### src/hdl/bridge_pkg.sv
package bridge_pkg;

  // ****************************************
  // widths
  // ****************************************
  localparam int ADDR_W      = 32;
  localparam int ID_W        = 4;
  localparam int UP_DATA_W   = 64;
  localparam int LITE_DATA_W = 32;
  localparam int LEN_W       = 8;
  localparam int SIZE_W      = 3;
  localparam int BURST_W     = 2;
  localparam int PROT_W      = 3;
  localparam int CACHE_W     = 4;
  localparam int RESP_W      = 2;
  localparam int UP_STRB_W   = UP_DATA_W / 8;
  localparam int LITE_STRB_W = LITE_DATA_W / 8;
  localparam int UP_OFF_W    = $clog2(UP_STRB_W);
  localparam int LITE_OFF_W  = $clog2(LITE_STRB_W);
  localparam int LANE_W      = UP_OFF_W - LITE_OFF_W;
  localparam int FIFO_DEPTH  = 8;

  localparam logic [SIZE_W-1:0] LITE_SIZE  = SIZE_W'(LITE_OFF_W);
  localparam logic [ADDR_W-1:0] LITE_BYTES = ADDR_W'(LITE_STRB_W);
  localparam logic [ADDR_W-1:0] ADDR_ONE   = 32'h0000_0001;

  // ****************************************
  // encodings
  // ****************************************
  localparam logic [BURST_W-1:0] BURST_FIXED = 2'h0;
  localparam logic [BURST_W-1:0] BURST_WRAP  = 2'h2;
  localparam logic [RESP_W-1:0]  RESP_OKAY   = 2'h0;

  // ****************************************
  // channel carriers
  // ****************************************
  typedef struct packed {
    logic [ID_W-1:0]    id;
    logic [ADDR_W-1:0]  addr;
    logic [LEN_W-1:0]   len;
    logic [SIZE_W-1:0]  size;
    logic [BURST_W-1:0] burst;
    logic               lock;
    logic [CACHE_W-1:0] cache;
    logic [PROT_W-1:0]  prot;
  } up_a_s;

  typedef struct packed {
    logic [UP_DATA_W-1:0] data;
    logic [UP_STRB_W-1:0] strb;
    logic                 last;
  } up_w_s;

  typedef struct packed {
    logic [UP_DATA_W-1:0] data;
    logic [UP_STRB_W-1:0] strb;
  } up_wd_s;

  typedef struct packed {
    logic [ID_W-1:0]      id;
    logic [UP_DATA_W-1:0] data;
    logic [RESP_W-1:0]    resp;
    logic                 last;
  } up_r_s;

  typedef struct packed {
    logic [ID_W-1:0]   id;
    logic [RESP_W-1:0] resp;
  } resp_s;

  typedef struct packed {
    logic [ID_W-1:0]   id;
    logic [ADDR_W-1:0] addr;
    logic [SIZE_W-1:0] size;
    logic [PROT_W-1:0] prot;
  } lite_a_s;

  typedef struct packed {
    logic [LITE_DATA_W-1:0] data;
    logic [LITE_STRB_W-1:0] strb;
  } lite_w_s;

  typedef struct packed {
    logic [ID_W-1:0]        id;
    logic [LITE_DATA_W-1:0] data;
    logic [RESP_W-1:0]      resp;
  } lite_r_s;

  // ****************************************
  // state machines
  // ****************************************
  typedef enum logic [4:0] {
    WS_IDLE  = 5'h01,
    WS_ISSUE = 5'h02,
    WS_RESP  = 5'h04,
    WS_DRAIN = 5'h08,
    WS_BRESP = 5'h10
  } write_state_e;

  typedef enum logic [3:0] {
    RS_IDLE  = 4'h1,
    RS_ISSUE = 4'h2,
    RS_DATA  = 4'h4,
    RS_OUT   = 4'h8
  } read_state_e;

  typedef struct packed {
    write_state_e       st;
    logic [ID_W-1:0]    id;
    logic [ADDR_W-1:0]  start;
    logic [ADDR_W-1:0]  beat;
    logic [ADDR_W-1:0]  piece;
    logic [LEN_W-1:0]   len;
    logic [LEN_W-1:0]   cnt;
    logic [SIZE_W-1:0]  size;
    logic [BURST_W-1:0] burst;
    logic [PROT_W-1:0]  prot;
    logic [RESP_W-1:0]  resp;
    logic               issued;
    logic               aw_ready;
    logic               aw_valid;
    logic               w_valid;
    logic               b_ready;
    logic               sb_valid;
    lite_a_s            aw;
    lite_w_s            w;
  } wr_ctx_s;

  typedef struct packed {
    read_state_e          st;
    logic [ID_W-1:0]      id;
    logic [ADDR_W-1:0]    start;
    logic [ADDR_W-1:0]    beat;
    logic [ADDR_W-1:0]    piece;
    logic [LEN_W-1:0]     len;
    logic [LEN_W-1:0]     cnt;
    logic [SIZE_W-1:0]    size;
    logic [BURST_W-1:0]   burst;
    logic [PROT_W-1:0]    prot;
    logic [RESP_W-1:0]    resp;
    logic                 ar_ready;
    logic                 ar_valid;
    logic                 r_ready;
    logic                 sr_valid;
    logic                 last;
    logic [UP_DATA_W-1:0] data;
    lite_a_s              ar;
  } rd_ctx_s;

  localparam wr_ctx_s WR_CTX_RST = '{st: WS_IDLE, aw: '0, w: '0, default: '0};
  localparam rd_ctx_s RD_CTX_RST = '{st: RS_IDLE, ar: '0, default: '0};

  // ****************************************
  // address and response helpers
  // ****************************************
  function automatic logic [ADDR_W-1:0] size_mask(input logic [SIZE_W-1:0] size);
    size_mask = (ADDR_W'(1) << size) - ADDR_W'(1);
  endfunction : size_mask

  function automatic logic [ADDR_W-1:0] next_beat(input logic [ADDR_W-1:0]  addr,
                                                  input logic [ADDR_W-1:0]  start,
                                                  input logic [LEN_W-1:0]   len,
                                                  input logic [SIZE_W-1:0]  size,
                                                  input logic [BURST_W-1:0] burst);
    logic [ADDR_W-1:0] incr;
    logic [ADDR_W-1:0] wmask;
    incr  = (addr & ~size_mask(size)) + (ADDR_ONE << size);
    wmask = ((ADDR_W'(len) + ADDR_ONE) << size) - ADDR_ONE;
    if (burst == BURST_FIXED) begin
      next_beat = start;
    end else if (burst == BURST_WRAP) begin
      next_beat = (start & ~wmask) | (incr & wmask);
    end else begin
      next_beat = incr;
    end
  endfunction : next_beat

  function automatic logic [ADDR_W-1:0] next_piece(input logic [ADDR_W-1:0] piece);
    next_piece = (piece & ~(LITE_BYTES - ADDR_ONE)) + LITE_BYTES;
  endfunction : next_piece

  function automatic logic piece_last(input logic [ADDR_W-1:0] piece,
                                      input logic [SIZE_W-1:0] size);
    piece_last = (size <= LITE_SIZE) || ((next_piece(piece) & size_mask(size)) == '0);
  endfunction : piece_last

  // first error wins and stays; an exclusive-okay from below counts as plain okay
  function automatic logic [RESP_W-1:0] merge_resp(input logic [RESP_W-1:0] acc,
                                                   input logic [RESP_W-1:0] resp);
    merge_resp = acc[1] ? acc : (resp[1] ? resp : RESP_OKAY);
  endfunction : merge_resp

  function automatic lite_a_s lite_req(input logic [ID_W-1:0]   id,
                                       input logic [ADDR_W-1:0] addr,
                                       input logic [SIZE_W-1:0] size,
                                       input logic [PROT_W-1:0] prot);
    lite_req = '{id: id, addr: addr, size: (size > LITE_SIZE) ? LITE_SIZE : size, prot: prot};
  endfunction : lite_req

endpackage : bridge_pkg

### src/hdl/burst_to_single_beat_bridge.sv
`timescale 1ns/1ns

// ****************************************
// write data buffer
// ****************************************
module bridge_fifo #(
  parameter int WIDTH = 8,
  parameter int DEPTH = 8
) (
  // clock, reset, enable
  input  wire logic             ref_clk_i,
  input  wire logic             rst_n_i,
  input  wire logic             ce_i,
  // fill side
  input  wire logic             in_valid_i,
  input  wire logic [WIDTH-1:0] in_data_i,
  output logic                  in_ready_o,
  // drain side
  output logic                  out_valid_o,
  output logic      [WIDTH-1:0] out_data_o,
  input  wire logic             out_ready_i
);
  localparam int PTR_W = $clog2(DEPTH);
  localparam int CNT_W = $clog2(DEPTH + 1);
  localparam logic [PTR_W-1:0] PTR_LAST = PTR_W'(DEPTH - 1);
  localparam logic [CNT_W-1:0] CNT_FULL = CNT_W'(DEPTH);

  logic [WIDTH-1:0] mem [DEPTH];
  logic [PTR_W-1:0] wr_ptr_reg;
  logic [PTR_W-1:0] wr_ptr_next;
  logic [PTR_W-1:0] rd_ptr_reg;
  logic [PTR_W-1:0] rd_ptr_next;
  logic [CNT_W-1:0] cnt_reg;
  logic [CNT_W-1:0] cnt_next;
  logic             ready_reg;
  logic             ready_next;
  logic             valid_reg;
  logic             valid_next;
  logic             push;
  logic             pop;

  assign in_ready_o  = ready_reg;
  assign out_valid_o = valid_reg;
  assign out_data_o  = mem[rd_ptr_reg];
  assign push        = in_valid_i & ready_reg;
  assign pop         = out_ready_i & valid_reg;

  always_comb begin
    wr_ptr_next = wr_ptr_reg;
    rd_ptr_next = rd_ptr_reg;
    cnt_next    = cnt_reg;
    if (push) begin
      wr_ptr_next = (wr_ptr_reg == PTR_LAST) ? '0 : wr_ptr_reg + PTR_W'(1);
    end
    if (pop) begin
      rd_ptr_next = (rd_ptr_reg == PTR_LAST) ? '0 : rd_ptr_reg + PTR_W'(1);
    end
    if (push && !pop) begin
      cnt_next = cnt_reg + CNT_W'(1);
    end else if (pop && !push) begin
      cnt_next = cnt_reg - CNT_W'(1);
    end
    ready_next = (cnt_next != CNT_FULL);
    valid_next = (cnt_next != '0);
  end

  always_ff @(posedge ref_clk_i or negedge rst_n_i) begin
    if (!rst_n_i) begin
      wr_ptr_reg <= '0;
      rd_ptr_reg <= '0;
      cnt_reg    <= '0;
      ready_reg  <= 1'b0;
      valid_reg  <= 1'b0;
    end else if (ce_i) begin
      wr_ptr_reg <= wr_ptr_next;
      rd_ptr_reg <= rd_ptr_next;
      cnt_reg    <= cnt_next;
      ready_reg  <= ready_next;
      valid_reg  <= valid_next;
    end
  end

  // storage needs no reset; valid_reg guards every read
  always_ff @(posedge ref_clk_i) begin
    if (ce_i && push) begin
      mem[wr_ptr_reg] <= in_data_i;
    end
  end

endmodule : bridge_fifo

// ****************************************
// bridge top
// ****************************************
module burst_to_single_beat_bridge (
  // clock, reset, enable
  input  wire logic                ref_clk_i,
  input  wire logic                rst_n_i,
  input  wire logic                ce_i,
  // upstream write address
  input  wire logic                s_aw_valid_i,
  input  wire bridge_pkg::up_a_s   s_aw_i,
  output logic                     s_aw_ready_o,
  // upstream write data
  input  wire logic                s_w_valid_i,
  input  wire bridge_pkg::up_w_s   s_w_i,
  output logic                     s_w_ready_o,
  // upstream write response
  output logic                     s_b_valid_o,
  output bridge_pkg::resp_s        s_b_o,
  input  wire logic                s_b_ready_i,
  // upstream read address
  input  wire logic                s_ar_valid_i,
  input  wire bridge_pkg::up_a_s   s_ar_i,
  output logic                     s_ar_ready_o,
  // upstream read data
  output logic                     s_r_valid_o,
  output bridge_pkg::up_r_s        s_r_o,
  input  wire logic                s_r_ready_i,
  // lite write address
  output logic                     m_aw_valid_o,
  output bridge_pkg::lite_a_s      m_aw_o,
  input  wire logic                m_aw_ready_i,
  // lite write data
  output logic                     m_w_valid_o,
  output bridge_pkg::lite_w_s      m_w_o,
  input  wire logic                m_w_ready_i,
  // lite write response
  input  wire logic                m_b_valid_i,
  input  wire bridge_pkg::resp_s   m_b_i,
  output logic                     m_b_ready_o,
  // lite read address
  output logic                     m_ar_valid_o,
  output bridge_pkg::lite_a_s      m_ar_o,
  input  wire logic                m_ar_ready_i,
  // lite read data
  input  wire logic                m_r_valid_i,
  input  wire bridge_pkg::lite_r_s m_r_i,
  output logic                     m_r_ready_o
);
  import bridge_pkg::*;

  wr_ctx_s           wr;
  wr_ctx_s           wn;
  rd_ctx_s           rd;
  rd_ctx_s           rn;
  up_wd_s            wd_in;
  up_wd_s            wd_head;
  logic              wd_valid;
  logic              wd_pop;
  logic [LANE_W-1:0] w_lane;
  logic [LANE_W-1:0] r_lane;

  // ****************************************
  // write data path
  // ****************************************
  assign wd_in = '{data: s_w_i.data, strb: s_w_i.strb};

  bridge_fifo #(
    .WIDTH ($bits(up_wd_s)),
    .DEPTH (FIFO_DEPTH)
  ) u_wdata_fifo (
    .ref_clk_i   (ref_clk_i),
    .rst_n_i     (rst_n_i),
    .ce_i        (ce_i),
    .in_valid_i  (s_w_valid_i),
    .in_data_i   (wd_in),
    .in_ready_o  (s_w_ready_o),
    .out_valid_o (wd_valid),
    .out_data_o  (wd_head),
    .out_ready_i (wd_pop)
  );

  assign w_lane = wr.piece[UP_OFF_W-1:LITE_OFF_W];
  assign r_lane = rd.piece[UP_OFF_W-1:LITE_OFF_W];

  // ****************************************
  // write sequencer
  // ****************************************
  always_comb begin
    wn     = wr;
    wd_pop = 1'b0;
    if (wr.aw_valid && m_aw_ready_i) begin
      wn.aw_valid = 1'b0;
    end
    if (wr.w_valid && m_w_ready_i) begin
      wn.w_valid = 1'b0;
    end
    unique case (wr.st)
      WS_IDLE: begin
        if (wr.aw_ready && s_aw_valid_i) begin
          wn.aw_ready = 1'b0;
          wn.id       = s_aw_i.id;
          wn.start    = s_aw_i.addr;
          wn.beat     = s_aw_i.addr;
          wn.piece    = s_aw_i.addr;
          wn.len      = s_aw_i.len;
          wn.size     = s_aw_i.size;
          wn.burst    = s_aw_i.burst;
          wn.prot     = s_aw_i.prot;
          wn.cnt      = '0;
          wn.resp     = RESP_OKAY;
          wn.issued   = 1'b0;
          // cache bits are never looked at: the lite side is device non-bufferable
          wn.st       = s_aw_i.lock ? WS_DRAIN : WS_ISSUE;
        end else begin
          wn.aw_ready = 1'b1;
        end
      end
      WS_ISSUE: begin
        if (!wr.issued) begin
          if (wd_valid) begin
            wn.issued   = 1'b1;
            wn.aw_valid = 1'b1;
            wn.w_valid  = 1'b1;
            wn.aw       = lite_req(wr.id, wr.piece, wr.size, wr.prot);
            wn.w.data   = wd_head.data[w_lane*LITE_DATA_W +: LITE_DATA_W];
            wn.w.strb   = wd_head.strb[w_lane*LITE_STRB_W +: LITE_STRB_W];
          end
        end else if (!wn.aw_valid && !wn.w_valid) begin
          wn.b_ready = 1'b1;
          wn.st      = WS_RESP;
        end
      end
      WS_RESP: begin
        if (wr.b_ready && m_b_valid_i) begin
          wn.b_ready = 1'b0;
          wn.issued  = 1'b0;
          wn.resp    = merge_resp(wr.resp, m_b_i.resp);
          if (piece_last(wr.piece, wr.size)) begin
            wd_pop = 1'b1;
            if (wr.cnt == wr.len) begin
              wn.sb_valid = 1'b1;
              wn.st       = WS_BRESP;
            end else begin
              wn.cnt   = wr.cnt + LEN_W'(1);
              wn.beat  = next_beat(wr.beat, wr.start, wr.len, wr.size, wr.burst);
              wn.piece = next_beat(wr.beat, wr.start, wr.len, wr.size, wr.burst);
              wn.st    = WS_ISSUE;
            end
          end else begin
            wn.piece = next_piece(wr.piece);
            wn.st    = WS_ISSUE;
          end
        end
      end
      WS_DRAIN: begin
        // data is swallowed without a lite write so memory stays untouched
        if (wd_valid) begin
          wd_pop = 1'b1;
          if (wr.cnt == wr.len) begin
            wn.resp     = RESP_OKAY;
            wn.sb_valid = 1'b1;
            wn.st       = WS_BRESP;
          end else begin
            wn.cnt = wr.cnt + LEN_W'(1);
          end
        end
      end
      WS_BRESP: begin
        if (s_b_ready_i) begin
          wn.sb_valid = 1'b0;
          wn.st       = WS_IDLE;
        end
      end
    endcase
  end

  always_ff @(posedge ref_clk_i or negedge rst_n_i) begin
    if (!rst_n_i) begin
      wr <= WR_CTX_RST;
    end else if (ce_i) begin
      wr <= wn;
    end
  end

  // ****************************************
  // read sequencer
  // ****************************************
  always_comb begin
    rn = rd;
    unique case (rd.st)
      RS_IDLE: begin
        if (rd.ar_ready && s_ar_valid_i) begin
          rn.ar_ready = 1'b0;
          rn.id       = s_ar_i.id;
          rn.start    = s_ar_i.addr;
          rn.beat     = s_ar_i.addr;
          rn.piece    = s_ar_i.addr;
          rn.len      = s_ar_i.len;
          rn.size     = s_ar_i.size;
          rn.burst    = s_ar_i.burst;
          rn.prot     = s_ar_i.prot;
          rn.cnt      = '0;
          rn.resp     = RESP_OKAY;
          rn.data     = '0;
          rn.ar       = lite_req(s_ar_i.id, s_ar_i.addr, s_ar_i.size, s_ar_i.prot);
          rn.ar_valid = 1'b1;
          rn.st       = RS_ISSUE;
        end else begin
          rn.ar_ready = 1'b1;
        end
      end
      RS_ISSUE: begin
        // one lite read in flight at a time keeps same-id answers in order
        if (m_ar_ready_i) begin
          rn.ar_valid = 1'b0;
          rn.r_ready  = 1'b1;
          rn.st       = RS_DATA;
        end
      end
      RS_DATA: begin
        if (m_r_valid_i) begin
          rn.r_ready = 1'b0;
          rn.data[r_lane*LITE_DATA_W +: LITE_DATA_W] = m_r_i.data;
          rn.resp    = merge_resp(rd.resp, m_r_i.resp);
          if (piece_last(rd.piece, rd.size)) begin
            rn.sr_valid = 1'b1;
            rn.last     = (rd.cnt == rd.len);
            rn.st       = RS_OUT;
          end else begin
            rn.piece    = next_piece(rd.piece);
            rn.ar       = lite_req(rd.id, next_piece(rd.piece), rd.size, rd.prot);
            rn.ar_valid = 1'b1;
            rn.st       = RS_ISSUE;
          end
        end
      end
      RS_OUT: begin
        if (s_r_ready_i) begin
          rn.sr_valid = 1'b0;
          if (rd.last) begin
            rn.st = RS_IDLE;
          end else begin
            rn.cnt      = rd.cnt + LEN_W'(1);
            rn.beat     = next_beat(rd.beat, rd.start, rd.len, rd.size, rd.burst);
            rn.piece    = rn.beat;
            rn.resp     = RESP_OKAY;
            rn.data     = '0;
            rn.ar       = lite_req(rd.id, rn.beat, rd.size, rd.prot);
            rn.ar_valid = 1'b1;
            rn.st       = RS_ISSUE;
          end
        end
      end
    endcase
  end

  always_ff @(posedge ref_clk_i or negedge rst_n_i) begin
    if (!rst_n_i) begin
      rd <= RD_CTX_RST;
    end else if (ce_i) begin
      rd <= rn;
    end
  end

  // ****************************************
  // outputs
  // ****************************************
  assign s_aw_ready_o = wr.aw_ready;
  assign s_b_valid_o  = wr.sb_valid;
  assign s_b_o        = '{id: wr.id, resp: wr.resp};
  assign m_aw_valid_o = wr.aw_valid;
  assign m_aw_o       = wr.aw;
  assign m_w_valid_o  = wr.w_valid;
  assign m_w_o        = wr.w;
  assign m_b_ready_o  = wr.b_ready;
  assign s_ar_ready_o = rd.ar_ready;
  assign s_r_valid_o  = rd.sr_valid;
  assign s_r_o        = '{id: rd.id, data: rd.data, resp: rd.resp, last: rd.last};
  assign m_ar_valid_o = rd.ar_valid;
  assign m_ar_o       = rd.ar;
  assign m_r_ready_o  = rd.r_ready;

endmodule : burst_to_single_beat_bridge

### config.mk
export PLATFORM = sky130hd
export DESIGN_NAME = burst_to_single_beat_bridge
export DESIGN_NICKNAME = d
export VERILOG_FILES = /design/src/hdl/bridge_pkg.sv /design/src/hdl/burst_to_single_beat_bridge.sv
export SDC_FILE = /design/constraint.sdc
export NUM_CORES = 2
export LEC_CHECK = 0
export ABC_CLOCK_PERIOD_IN_PS = 9800
export BUFFER_PORTS_ARGS = -buffer_cell sky130_fd_sc_hd__buf_2
export CORE_UTILIZATION = 50
export DETAILED_ROUTE_END_ITERATION = 10
export PLACE_DENSITY_LB_ADDON = 0.3
export SETUP_SLACK_MARGIN = 0.05
export SYNTH_ARGS = -nofsm -noshare
export SYNTH_HDL_FRONTEND = slang
export SYNTH_SLANG_ARGS = --single-unit
### constraint.sdc
create_clock -name ref_clk_i -period 9.8 [get_ports ref_clk_i]
set_input_delay 0.49 -clock ref_clk_i [delete_from_list [all_inputs] [get_ports ref_clk_i]]
set_output_delay 0.49 -clock ref_clk_i [all_outputs]
set_load 0.005 [all_outputs]
* Word level (Yosys, flattened, before mapping)
Memory sizes are Yosys's and may differ from the RTL's. Index checks and enable logic that the tools add are counted.
Word-level totals: register bits after elaboration 468, bits in writable memories 576, output and inout bits 207, logic and storage cells 289, memories kept 1
Memory list:
- u_wdata_fifo.mem | words 8, width 72, read ports 1, clocked after memory_dff 0, wr ports 1, line burst_to_single_beat_bridge.sv:28 | logic [WIDTH-1:0] mem [DEPTH];
Cells by class: $add $sub $neg 17, $lt $le $gt $ge 5, eq/ne operators 35, shift operators 8, muxes and demuxes 101, bitwise operators 17, reduce and logical (&&, ||, !) cells 54
Operator list (number):
- 106-bit two-way mux | 3
- 106-bit one-hot mux with 3 select lines | 1
- 32-bit AND | 8
- 32-bit two-way mux | 8
- 64-bit two-way mux | 4
- 132-bit two-way mux | 1
- 130-bit two-way mux | 1
- 32-bit inverter | 4
- 64-bit one-hot mux with 2 select lines | 1
- 110-bit two-way mux | 1
- 32-bit one-hot mux with 3 select lines | 1
- 32-bit by 3-bit adder with 32-bit output (second input constant) | 2
- 32-bit adder | 2
- 64-bit bitwise mux | 1
- 32-bit zero test | 2
- 32-bit bitwise OR | 2
- 32-bit one-hot mux with 2 select lines | 1
- 32-bit by 34-bit variable shift with 64-bit output (first input constant) | 1
- 32-bit by 34-bit variable part select with 64-bit output | 1
- 64-bit by 7-bit variable part select with 32-bit output | 1
- 1-bit by 3-bit left shift with 32-bit output (first input constant) | 2
- 9-bit by 3-bit left shift with 32-bit output | 2
- 32-bit by 1-bit subtractor with 32-bit output (second input constant) | 2
- 32-bit by 2-bit subtractor with 32-bit output (second input constant) | 2
- 56 further kinds | 183

* Depth between registers and ports, before layout
depth in word-level cells 13, mapped depth 19, mapped depth without buffers 15

* Modules after synthesis
A second synthesis with hierarchy kept.
Second synthesis, totals: cell total of the unflattened synthesis 4128, area, all modules 49930.4 sq um
By module, submodules not included:
- burst_to_single_beat_bridge | instances 1, cells an instance 3222, area an instance 27587.7 sq um, seq. area each 11363.4 sq um
- bridge_fifo | instances 1, cells an instance 906, area an instance 22342.7 sq um, seq. area each 17596.9 sq um

* Least setup slack after synthesis
No wires, ideal clock.
path kind input-to-reg, start point input port ce_i, end point memory u_wdata_fifo.mem[0][0] in the netlist's numbering (enable), library setup time 681 ps, arrival 7870 ps, data required time 9119 ps, setup slack 1249 ps, cell stages on the path 3, path through clkbuf_1 > nand3_1 > nor4_1
On the way: cells in the longest elaborated chain, start to end 3
RTL lines:
- start, declared | line burst_to_single_beat_bridge.sv:99 | input wire logic ce_i,
- 1-bit logical AND | line burst_to_single_beat_bridge.sv:85 | if (ce_i && push) begin
- 1-bit two-way mux | line burst_to_single_beat_bridge.sv:85
- 1-bit two-way mux (not written as such) | line burst_to_single_beat_bridge.sv:86 | mem[wr_ptr_reg] <= in_data_i;
- end, declared | line burst_to_single_beat_bridge.sv:28
Every way passes these cells.

* Final worst setup path
start point register rd[119] in the netlist's numbering, end point register rd[163] in the netlist's numbering
On the way: cells in the longest elaborated chain, start to end 12
RTL lines:
- start, declared | line burst_to_single_beat_bridge.sv:145 | rd_ctx_s rd;
- start signal, assigned | line burst_to_single_beat_bridge.sv:353 | rd <= rn;
- 1-bit by 3-bit left shift with 32-bit output | line bridge_pkg.sv:157, bridge_pkg.sv:167
- 32-bit by 2-bit subtractor with 32-bit output | line bridge_pkg.sv:157 | size_mask = (ADDR_W'(1) << size) - ADDR_W'(1);
- 32-bit inverter | line bridge_pkg.sv:167 | incr = (addr & ~size_mask(size)) + (ADDR_ONE << size);
- 32-bit AND | line bridge_pkg.sv:167
- 32-bit adder | line bridge_pkg.sv:167
- 32-bit AND | line bridge_pkg.sv:172 | next_beat = (start & ~wmask) | (incr & wmask);
- 32-bit bitwise OR | line bridge_pkg.sv:172
- 32-bit two-way mux | line bridge_pkg.sv:171 | end else if (burst == BURST_WRAP) begin
- 32-bit two-way mux | line bridge_pkg.sv:169 | if (burst == BURST_FIXED) begin
- 64-bit two-way mux | line burst_to_single_beat_bridge.sv:332 | if (rd.last) begin
- 64-bit two-way mux | line burst_to_single_beat_bridge.sv:330 | if (s_r_ready_i) begin
- 32-bit one-hot mux with 3 select lines | line burst_to_single_beat_bridge.sv:282 | unique case (rd.st)
Several ways; a longest one is shown, not always the timed one. The select of a mux whose other input is x is not followed. A chain may end at the register's enable or synchronous reset.

==> qor.csv <==
stage,metric,value,unit
cells_and_area,Util after Layout,0.566,
worst_setup_path,reg2reg start,rd[119],
grt,vias in the first global route,32200,
cells_and_area,Largest Register,u_wdata_fifo.mem,
floorplan,die height,317,µm
drt,vias,33400,
clocking,count of cells resized by post-cts repair,0,
timing,setup TNS,0,ns
cells_and_area,layout cell share with drive strength beyond 1,0.249,
cells_and_area,post-route design area,0.0557,mm²
synthesis,Post-Syn Area,0.0496,mm²
worst_setup_path,CP Class,reg2reg,
clocking,H-tree levels,3,
cells_and_area,biggest regs,"u_wdata_fifo.mem (576), wr (125), rd (121)",
synthesis,Syn Inst Count,3939,
placed_design,RePlAce Congestion,0.913,
run_status,outcome,completed,
drt,DR vias/cell,6.02,
placed_design,Setup WS pre-CTS,4.60,ns
drt,first-pass detailed-route iteration total,6,
grt,GR Overflow Total,0,
timing,count of pins over their slew limit,0,
worst_hold_path,worst min path class,in2reg,
drt,drt drc,0,
power,Pleak,22.1,nW
drt,Avg WL per Cell,23.2,µm
timing,setup ws final,4.43,ns
synthesis,"FF+latch count, synth",1042,
floorplan,core footprint,0.0984,mm²
clocking,CTS tree,yes,
worst_hold_path,WHS Endpoint,wr[86],
floorplan,die area,0.101,mm²
synthesis,"FFs w/ async S/R, synth",0.447,
timing,Period minus WS final,5.37,ns
grt,first-pass GRT wire length,194000,µm
worst_setup_path,reg2reg path depth,14,
floorplan,io pins,451,
placed_design,post-DP HPWL,82000,µm
cells_and_area,fill cell count,7917,
timing,Worst Hold Slack,0.0352,ns
synthesis,average size of a mapped cell,12.6,µm²
timing,Final Cycle Share,0.548,
worst_setup_path,RR Endpoint,rd[163],
worst_setup_path,Critical Path RT,10.41,ns
worst_setup_path,crit start category,register,
cells_and_area,"leading cell type in the layout, fill and taps excluded",edfxtp_1,
clocking,CTS root buf,clkbuf_16,
clocking,Clock Path Buffers,3,
worst_hold_path,hold-critical path depth,2,
worst_setup_path,"setup slack, reg-to-reg",4.43,ns
drt,Total Wirelength,129000,µm
worst_setup_path,Critical Path AT,5.98,ns
grt,GRT Total Usage,0.253,
placed_design,PortBufs,432,
synthesis,ys flop type,edfxtp_1,
clocking,CTS sink count,1042,
timing,RSZ-0062 raised after global routing,no,
cells_and_area,synthesis-to-layout area growth,12.3,%
clocking,"Clk Latency, worst-skew pair",0.71,ns
power,pwr dens,229,mW/mm²
timing,measured slew at the worst slew-check pin,1.08,ns
synthesis,Post-synth EDFFs,576,
timing,Fin Clk Skew,0.0508,ns
floorplan,Horiz. Die Dim,317,µm
cells_and_area,Final Net Count,4428,
floorplan,starting density of the core,0.504,
worst_setup_path,crit path capture type,register,
run,maxcap violations,0,
synthesis,Synthesis Warnings,0,
timing,max frequency,186,MHz
floorplan,Rows,115,
worst_hold_path,Hold Crit Start,s_aw_i[0],
worst_setup_path,CP max FO,49,
placed_design,DP Area,0.0516,mm²
cells_and_area,most frequent cells in the layout,"576 x edfxtp_1, 500 x nand2_1, 460 x dfrtp_1",
power,worst vdd ir,0.000180,V
grt,largest net degree at the start of global routing,137,
drt,Final ANT Viol Nets,0,
grt,antenna violations before repair,22,
synthesis,Yosys cell types,102,
clocking,CTS buffer count,106,
timing,final setup vio count,0,
timing,relative slew slack,0.278,
clocking,"Clk pin slew, worst setup/hold paths",0.06,ns
timing,"Hold Violations, Final",0,
cells_and_area,max FFs per register,576,
synthesis,register area share after synthesis,0.584,
synthesis,syn_nets,4209,
drt,DRT iter0 DRCs,3075,
==> logic make-up (layout without fill, tap and decap cells) <==
family / count (synthesis) / count (layout) / share of synthesized area
adders and majority gates: 26 / 26 / 0.00656
xor gates and xnor gates: 162 / 162 / 0.0287
and+or+nand+nor: 1138 / 1138 / 0.107
buffers and inverters: 483 / 794 / 0.0531
AOI/OAI and AO/OA: 722 / 722 / 0.0984
DFF: 1042 / 1042 / 0.584
other: 0 / 8 / 0
muxes: 366 / 366 / 0.123
==> layout make-up <==
class | instances | area, µm² | area share
tap | 1287 | 1610 | 0.0289
clock inverter | 54 | 662 | 0.0119
multi-input combinational | 2414 | 18100 | 0.326
sequential | 1042 | 29000 | 0.520
timing repair buffer | 541 | 3110 | 0.0558
clock buffer | 146 | 2990 | 0.0537
inverter | 53 | 199 | 0.00357
antenna | 8 | 20.0 | 0.000359
==> per-layer routing <==
metal  vias to the layer above  GRT usage  share of wire
li1                      15000          -              -
met1                     16900      0.339           0.41
met2                      1269      0.408           0.47
met3                       266     0.0533          0.076
met4                        26     0.0943          0.034
met5                         -          0         0.0013
==> worst max-delay path by stage <==
stage,from,end,slack (ns),cells after the start
finish,rd[119],rd[163],4.43,14
global route,rd[119],rd[160],3.98,15
CTS,rd[119],rd[144],4.56,11
detailed placement,rd[119],rd[144],4.60,11
global placement,rd[119],m_ar_o[32],4.62,14
floorplan,ce_i,u_wdata_fifo.mem[0][0],1.25,3
==> where the power goes <==
group          leakage, nW  switching (mW)  total [mW]  internal (mW)
clock                 1.78            1.75        4.19           2.44
combinational         8.92            1.75        2.88           1.13
sequential            11.3           0.478        5.72           5.24
total                 22.1            3.98        12.8           8.81
==> worst max-delay path, stage by stage (launching register included) <==
cell	delay, ns
dfrtp_1	0.35
buf_4	0.28
nor2_1	0.62
nand2_1	0.20
ha_1	0.44
nor3b_1	0.24
buf_4	0.20
nor4_1	0.58
nand3_1	0.32
nor4_1	0.92
nand4_1	0.23
mux2i_1	0.17
mux2_2	0.28
o211ai_1	0.26
o21a_1	0.16
==> cell usage after synthesis (all sizes together), types with 8 or more instances <==
cell type  count  area [µm²]
or4           11        86.3
a2111oi        8        95.1
nor4          27         169
o211a         13         130
xnor2         94         831
xor2          68         596
or3           23         144
a21oi        200        1010
nand3         96         480
a221o         11         110
clkbuf       160         602
o32ai          9        86.3
nor3          52         260
o221ai        11         103
mux4         180        4050
o31ai         12        95.1
nand2        500        1880
a22oi         28         210
a211oi        29         223
o22ai         11        68.8
o21ai        144         724
ha            26         325
o21a          33         248
nand3b        12        90.1
or2           11        68.8
and3          37         236
o211ai        34         255
inv           48         180
a21o          24         180
a211o         13         114
a221oi        21         214
nor2         209         792
a21boi         8        60.1
nor3b         19         143
nand2b        22         138
nand4         55         344
mux2i         39         390
edfxtp       576       17300
and2          30         188
dfrtp        464       11600
a31oi         33         206
buf          270        1840
nor2b         11        68.8
and4          13         114
mux2         147        1660
==> metrics by stage <==
step	power (mW)	cells
after floorplan	7.82	3939
after global placement	8.56	5294
after detailed placement	8.61	5294
after CTS	12.8	5537
after global routing	13.4	5544
final	12.8	5545
==> what timing repair did <==
action | in CTS | in global routing
hold buffers | 43 | 0
endpoints found under the hold margin | 165 | 0
setup endpoints to repair | 0 | 0
setup buffers | 0 | 0
Note: power is estimated with default switching activity, not from simulation.
